`config.mk`:
```
export PLATFORM = sky130hd
export DESIGN_NAME = pmic_status_irq_flags
export DESIGN_NICKNAME = d
export VERILOG_FILES = /design/src/rtl/pmic_status_irq_flags.v
export VERILOG_INCLUDE_DIRS = /design/src /design/src/rtl
export SDC_FILE = /design/constraint.sdc
export NUM_CORES = 1
export LEC_CHECK = 0
export ABC_AREA = 1
export BUFFER_PORTS_ARGS = -buffer_cell sky130_fd_sc_hd__clkbuf_2
export CELL_PAD_IN_SITES_DETAIL_PLACEMENT = 2
export CELL_PAD_IN_SITES_GLOBAL_PLACEMENT = 2
export CORE_MARGIN = 2
export CORE_UTILIZATION = 29
export CTS_BUF_LIST = sky130_fd_sc_hd__clkbuf_4
export CTS_CLUSTER_DIAMETER = 60
export DETAILED_ROUTE_END_ITERATION = 7
export GPL_ROUTABILITY_DRIVEN = 0
export GPL_TIMING_DRIVEN = 0
export HOLD_SLACK_MARGIN = 0.03
export PLACE_DENSITY = 0.86
export SKIP_LAST_GASP = 1
export SLEW_MARGIN = 10
export SYNTH_ARGS = -nofsm -noshare
export SYNTH_HDL_FRONTEND = slang
export SYNTH_SLANG_ARGS = --single-unit
```
`constraint.sdc`:
```
create_clock -name core_clk -period 1.1 [get_ports core_clk]
set_clock_uncertainty 0.05 [all_clocks]
set_input_delay 0.33 -clock core_clk [delete_from_list [all_inputs] [get_ports core_clk]]
set_output_delay 0.33 -clock core_clk [all_outputs]
set_load 0.1 [all_outputs]
```
`src/rtl/status_irq_defines.vh`:
```
// Register offsets, reset values and bit positions of the status-flag block
`ifndef STATUS_IRQ_DEFINES_VH
`define STATUS_IRQ_DEFINES_VH

// ==========================================================================
// Register indices (byte address is four times the index)
`define GLOBAL_EVENT_FLAGS_IDX      3'h0
`define REGULATION_EVENT_FLAGS_IDX  3'h1
`define GLOBAL_EVENT_UNMASK_IDX     3'h2
`define REGULATION_EVENT_UNMASK_IDX 3'h3
`define LIVE_CONDITION_VIEW_IDX     3'h4
`define CONDITION_CONTROL_IDX       3'h5

// ==========================================================================
// Reset values
`define GLOBAL_FLAGS_RESET          8'h00
`define REGULATION_FLAGS_RESET      8'h00
`define GLOBAL_UNMASK_RESET         8'h01
`define REGULATION_UNMASK_RESET     8'h00
`define CONDITION_CONTROL_RESET     8'h00

// ==========================================================================
// Global flag bit positions
`define BIT_SUPPLY_LOW              7
`define BIT_CALIBRATION_DONE        6
`define BIT_CHARGE_COUNT_OVER       5
`define BIT_REGULATION_SUMMARY      4
`define BIT_OVER_TEMPERATURE        3
`define BIT_BUS_FAULT               2
`define BIT_OTP_CRC_FAULT           1
`define BIT_OTP_LOADED              0

// Writable bits of the regulation flag and regulation unmask registers
`define REGULATION_BITS_MASK        8'h3f

`endif

```
`src/rtl/pmic_status_irq_flags.v`:
```
// Sticky status flags, unmask registers and interrupt pin of the power chip
//
// What this block does
// - Global bit 7 latches on supply low
// - Global bit 6 latches on calibration done
// - Global bit 5 latches on count over threshold
// - Global bit 4 latches on unmasked regulation flag
// - Global bit 3 latches on over temperature
// - Global bit 2 latches on bus fault
// - Global bit 1 latches on OTP CRC fault
// - Global bit 0 latches on each OTP load
// - Flags hold until host writes one
// - Global unmask gates flags, resets to 0x01
// - All other global flags masked at reset
// - Regulation bits 5:3 latch on leaving regulation
// - Regulation bits 2:0 latch on regaining regulation
// - Regulation unmask feeds summary, resets zero
// - Live bits 2:0 show present regulation state of enabled outputs
`timescale 1ns/100ps
`default_nettype none
`include "status_irq_defines.vh"

module pmic_status_irq_flags #(
	parameter ADDR_WIDTH = 5
) (
	input  wire                  core_clk,
	input  wire                  arst_n,
	// Avalon-MM slave
	input  wire [ADDR_WIDTH-1:0] address,
	input  wire                  read,
	input  wire                  write,
	input  wire [31:0]           writedata,
	input  wire [3:0]            byteenable,
	output wire [31:0]           readdata,
	output wire                  waitrequest,
	output wire [1:0]            response,
	// Event and condition inputs from other clock domains and analog
	input  wire                  supplyLowEvent,
	input  wire                  calibrationDoneEvent,
	input  wire                  chargeCountOverEvent,
	input  wire                  overTemperatureEvent,
	input  wire                  busFaultEvent,
	input  wire                  otpCrcFaultEvent,
	input  wire                  otpLoadedEvent,
	input  wire [2:0]            inRegulationNow,
	input  wire                  calibrationBusy,
	input  wire                  temperatureHighNow,
	input  wire                  supplyLowNow,
	// Converter enables from the OTP-loaded configuration
	input  wire [2:0]            outputEnabled,
	output wire                  irqOut,
	output wire [7:0]            conditionControl
);

	// ======================================================================
	// Input synchronisers
	localparam SYNC_WIDTH = 16;

	wire [SYNC_WIDTH-1:0] asyncIn;
	reg  [SYNC_WIDTH-1:0] syncA_reg;
	reg  [SYNC_WIDTH-1:0] syncB_reg;
	reg  [SYNC_WIDTH-1:0] syncC_reg;

	assign asyncIn = {outputEnabled, supplyLowNow, temperatureHighNow,
		calibrationBusy, inRegulationNow, otpLoadedEvent,
		otpCrcFaultEvent, busFaultEvent, overTemperatureEvent,
		chargeCountOverEvent, calibrationDoneEvent, supplyLowEvent};

	always @(posedge core_clk or negedge arst_n) begin
		if (!arst_n) begin
			syncA_reg <= {SYNC_WIDTH{1'b0}};
			syncB_reg <= {SYNC_WIDTH{1'b0}};
			syncC_reg <= {SYNC_WIDTH{1'b0}};
		end else begin
			syncA_reg <= asyncIn;
			syncB_reg <= syncA_reg;
			syncC_reg <= syncB_reg;
		end
	end

	wire [6:0] eventLevel;
	wire [6:0] eventPrev;
	wire [6:0] eventRise;
	wire [2:0] inRegSync;
	wire [2:0] inRegPrev;
	wire [2:0] enabledSync;

	assign eventLevel  = syncB_reg[6:0];
	assign eventPrev   = syncC_reg[6:0];
	assign eventRise   = eventLevel & ~eventPrev;
	assign inRegSync   = syncB_reg[9:7];
	assign inRegPrev   = syncC_reg[9:7];
	assign enabledSync = syncB_reg[15:13];

	// ======================================================================
	// Bus access
	localparam [1:0] RESP_OK     = 2'b00;
	localparam [1:0] RESP_DECERR = 2'b11;

	reg        readPending_reg;
	reg [31:0] readData_reg;
	reg [1:0]  response_reg;

	wire [ADDR_WIDTH-3:0] wordIndex;
	wire                  writeLow;

	assign wordIndex = address[ADDR_WIDTH-1:2];
	assign writeLow  = write & byteenable[0];

	function hit;
		input [ADDR_WIDTH-3:0] idx;
		input [2:0]            target;
		begin
			hit = ({3'b000, idx} == {{(ADDR_WIDTH-2){1'b0}}, target});
		end
	endfunction

	wire hitGlobalFlags;
	wire hitRegFlags;
	wire hitGlobalMask;
	wire hitRegMask;
	wire hitLive;
	wire hitControl;
	wire hitAny;

	assign hitGlobalFlags = hit(wordIndex, `GLOBAL_EVENT_FLAGS_IDX);
	assign hitRegFlags    = hit(wordIndex, `REGULATION_EVENT_FLAGS_IDX);
	assign hitGlobalMask  = hit(wordIndex, `GLOBAL_EVENT_UNMASK_IDX);
	assign hitRegMask     = hit(wordIndex, `REGULATION_EVENT_UNMASK_IDX);
	assign hitLive        = hit(wordIndex, `LIVE_CONDITION_VIEW_IDX);
	assign hitControl     = hit(wordIndex, `CONDITION_CONTROL_IDX);
	assign hitAny = hitGlobalFlags | hitRegFlags | hitGlobalMask |
		hitRegMask | hitLive | hitControl;

	// Writes complete at once; reads wait one cycle for registered data
	assign waitrequest = read & ~readPending_reg;
	assign readdata    = readData_reg;
	assign response    = response_reg;

	// ======================================================================
	// Flag and mask registers
	reg [7:0] globalFlags_reg;
	reg [7:0] globalFlags_next;
	reg [7:0] regFlags_reg;
	reg [7:0] regFlags_next;
	reg [7:0] globalMask_reg;
	reg [7:0] regMask_reg;
	reg [7:0] control_reg;
	reg       irq_reg;

	wire [7:0] globalClear;
	wire [7:0] regClear;
	wire [7:0] regSet;
	wire [7:0] globalSet;
	wire [7:0] liveView;

	assign globalClear = (writeLow & hitGlobalFlags) ?
		writedata[7:0] : 8'h00;
	assign regClear = (writeLow & hitRegFlags) ?
		(writedata[7:0] & `REGULATION_BITS_MASK) : 8'h00;

	assign regSet = {2'b00,
		~inRegSync & inRegPrev,
		inRegSync & ~inRegPrev};

	assign globalSet[`BIT_SUPPLY_LOW]         = eventRise[0];
	assign globalSet[`BIT_CALIBRATION_DONE]   = eventRise[1];
	assign globalSet[`BIT_CHARGE_COUNT_OVER]  = eventRise[2];
	assign globalSet[`BIT_REGULATION_SUMMARY] =
		|(regFlags_reg & regMask_reg);
	assign globalSet[`BIT_OVER_TEMPERATURE]   = eventRise[3];
	assign globalSet[`BIT_BUS_FAULT]          = eventRise[4];
	assign globalSet[`BIT_OTP_CRC_FAULT]      = eventRise[5];
	assign globalSet[`BIT_OTP_LOADED]         = eventRise[6];

	// Live bits 2:0 are qualified by converter enable; bits 5:3 are not
	assign liveView = {2'b00, syncB_reg[10], syncB_reg[11], syncB_reg[12],
		inRegSync & enabledSync};

	always @* begin
		globalFlags_next = (globalFlags_reg & ~globalClear) | globalSet;
		regFlags_next    = (regFlags_reg & ~regClear) | regSet;
	end

	always @(posedge core_clk or negedge arst_n) begin
		if (!arst_n) begin
			globalFlags_reg <= `GLOBAL_FLAGS_RESET;
			regFlags_reg    <= `REGULATION_FLAGS_RESET;
			globalMask_reg  <= `GLOBAL_UNMASK_RESET;
			regMask_reg     <= `REGULATION_UNMASK_RESET;
			control_reg     <= `CONDITION_CONTROL_RESET;
			irq_reg         <= 1'b0;
		end else begin
			globalFlags_reg <= globalFlags_next;
			regFlags_reg    <= regFlags_next;
			if (writeLow & hitGlobalMask) begin
				globalMask_reg <= writedata[7:0];
			end
			if (writeLow & hitRegMask) begin
				regMask_reg <= writedata[7:0] & `REGULATION_BITS_MASK;
			end
			if (writeLow & hitControl) begin
				control_reg <= writedata[7:0];
			end
			irq_reg <= |(globalFlags_next & globalMask_reg);
		end
	end

	// ======================================================================
	// Read data path
	always @(posedge core_clk or negedge arst_n) begin
		if (!arst_n) begin
			readPending_reg <= 1'b0;
			readData_reg    <= 32'h00000000;
			response_reg    <= RESP_OK;
		end else begin
			readPending_reg <= read & ~readPending_reg;
			if (read & ~readPending_reg) begin
				response_reg <= hitAny ? RESP_OK : RESP_DECERR;
				if (hitGlobalFlags) begin
					readData_reg <= {24'h000000, globalFlags_reg};
				end else if (hitRegFlags) begin
					readData_reg <= {24'h000000, regFlags_reg};
				end else if (hitGlobalMask) begin
					readData_reg <= {24'h000000, globalMask_reg};
				end else if (hitRegMask) begin
					readData_reg <= {24'h000000, regMask_reg};
				end else if (hitLive) begin
					readData_reg <= {24'h000000, liveView};
				end else if (hitControl) begin
					readData_reg <= {24'h000000, control_reg};
				end else begin
					readData_reg <= 32'h00000000;
				end
			end else if (write) begin
				response_reg <= hitAny ? RESP_OK : RESP_DECERR;
			end
		end
	end

	assign irqOut           = irq_reg;
	assign conditionControl = control_reg;

endmodule

`default_nettype wire

```
==> qor.yml <==
status: "finished with violations"
violations: "hold timing, setup timing"
avgSynthCellArea_um2: 9.99
cts_buffer_depth: 2
cp_max_fo: 3
setup_ws_ps: -593
synth_top_family_by_area: "simple AND/OR/NAND/NOR gates"
maxCapViolations: 0
layout-drive-gt1-share_pct: 39.4
io_buffers: 50
setup_viol: 33
route.met3.wl_um: 420
drc_errors: 0
cts_root_buffer: "clkbuf_4"
nNetsFinal: 553
syn_area_um2: 3630
die_w_um: 116
num_rows: 40
worstHoldPathType: "in -> async"
grt_pass1_vias: 3226
finalHoldViolCount: 53
worst_pin_slew_ps: 757
via_per_inst: 4.40
p_leak_nw: 2.57
synth_mux_area_share_pct: 0.620
clock_latency_ps: 460
wire_per_inst_um: 16.9
numCtsBuffers: 9
synth_compound_area_share_pct: 8.88
critPathKind: "reg -> out"
hold-worst-slack_ps: -110
antenna_found_initial: 1
dpl_cell_area_um2: 4300
pin_count: 105
relSlewSlack_pct: 49.6
first_pass_iters: 4
cts_max_level: 3
critPathRequiredTime_ps: 720
min_period_over_period_pct: 154
grt_first_pass_wirelength_mm: 17.5
area_growth_pct: 44.1
synthSimpleGateAreaFrac_pct: 17.6
synth.distinct_cells: 25
grt_max_degree: 56
synthCells: 364
synth.ff_latch_count: 89
ir_drop_uv: 1320
synth-xor-area-share_pct: 0
p_per_area_nw_per_um2: 1670
cts_tree: "done"
hpwl_mm: 7.29
vias: 2929
top_layer: "met4"
met1_length_mm: 4.56
start_kind: "register"
wl_met2_mm: 6.13
fin_crit_ps: 1690
die_h_um: 116
synth-seq-area-share_pct: 61.3
fin_area_um2: 5240
finalWirelength_mm: 11.2
hold_buffers: 16
first_iter_violations: 93
endpoint_kind: "primary output"
rsz0062_at_grt: "yes"
path_clk_slew_ps: 150
ant_nets: 0
gr-total-overflow: 0
gr-usage-all-layers_pct: 17.4
power_mw: 8.77
clock.fmax_mhz: 591
clock_sinks: 89
slew_violations: 0
arrival_ps: 1310
dieArea_um2: 13400
fp.coreArea_um2: 12100
yosysWarnings: 0
start_util_pct: 30.0
synthAdderAreaFrac_pct: 0
==> area by class of cell <==
type / count / area (um^2)
Fill cell: 1279 / 6870
Clock inverter: 7 / 46.3
Clock buffer: 9 / 67.6
Tap cell: 168 / 210
Inverter: 47 / 201
Sequential cell: 89 / 2250
Buffer: 30 / 269
Antenna cell: 1 / 2.50
Multi-Input combinational cell: 222 / 1150
Timing Repair Buffer: 93 / 1040
==> timing repair <==
item                                   4_1_cts  5_1_grt
endpoints found under the hold margin       69       53
gates cloned                                 1        1
buffers inserted                            12       17
gates resized for setup                     66       27
pin swaps                                    5       17
setup endpoints to repair                   37       41
==> worst max-delay path, cell delays in order (launching register included) <==
cell and delay [ps]:
dfrtp_4 530, buf_12 130, clkbuf_16 180
==> synthesized netlist by cell type (all sizes together) <==
| cell type | instances | area share (%) |
|---|---|---|
| nor2 | 8 | 1.5 |
| clkinv | 1 | 0.10 |
| o22ai | 6 | 1.0 |
| inv | 46 | 4.9 |
| a21oi | 8 | 1.1 |
| nor3 | 1 | 0.45 |
| mux2 | 2 | 0.62 |
| nand3 | 3 | 0.55 |
| buf | 30 | 6.5 |
| dfrtp | 88 | 61 |
| conb | 1 | 0.10 |
| nand2 | 115 | 13 |
| dfstp | 1 | 0.72 |
| o21ai | 40 | 6.7 |
| nand4 | 14 | 2.4 |
==> final timing paths <==
check                      slack, ps                   to                start  cells past startpoint
hold reg to reg                  310        syncB_reg[14]        syncA_reg[14]                      0
setup reg to reg                -160          readdata[2]  conditionControl[2]                      8
hold / removal                  -110  conditionControl[2]               arst_n                      1
min in group core_clk             70  conditionControl[7]         writedata[7]                      3
setup / recovery                -590          response[1]          response[0]                      2
max in group asynchronous        430          readdata[1]               arst_n                      2
==> placed cells by master (no fill, tap or decap), types with 8 or more instances in the layout <==
master / instances
clkbuf_2: 29
dfrtp_2: 17
nand2_2: 11
inv_1: 31
clkbuf_16: 19
nand2_1: 101
buf_6: 8
clkbuf_4: 11
o21ai_2: 12
dfrtp_1: 70
o21ai_0: 14
o21ai_1: 14
nand4_1: 14
inv_2: 10
conb_1: 24
buf_4: 44
dlygate4sd3_1: 16
==> routing by layer <==
metal | vias to the layer above | GRT usage (%)
li1 | 1360 | -
met1 | 1489 | 20.8
met2 | 66 | 31.4
met3 | 14 | 4.50
met4 | 0 | 4.60
met5 | - | 0
==> where the power goes <==
| part | total [mW] | internal, mW | switching, mW | leakage [nW] |
|---|---|---|---|---|
| sequential | 3.91 | 3.63 | 0.280 | 1.00 |
| combinational | 3.24 | 1.17 | 2.07 | 1.51 |
| clock | 1.62 | 0.461 | 1.16 | 0.0614 |
| total | 8.77 | 5.26 | 3.51 | 2.57 |
==> kinds of logic (layout without fill, tap and decap cells) <==
group / after synthesis / after routing
other cells: 1 / 25
compound gates: 54 / 54
simple gates: 141 / 142
flops: 89 / 89
buf+inv: 77 / 186
mux: 2 / 2
==> stage by stage <==
stage,std cells,setup WS (ps),util (%),TNS (ps)
after floorplan,387,-350,-,-5350
after global placement,605,-1650,35.4,-138870
after detailed placement,606,-624,35.5,-24280
after CTS,651,-622,41.9,-9210
after global routing,666,-664,43.2,-11200
final,666,-593,43.2,-9090
Note: power is estimated with default switching activity, not from simulation.
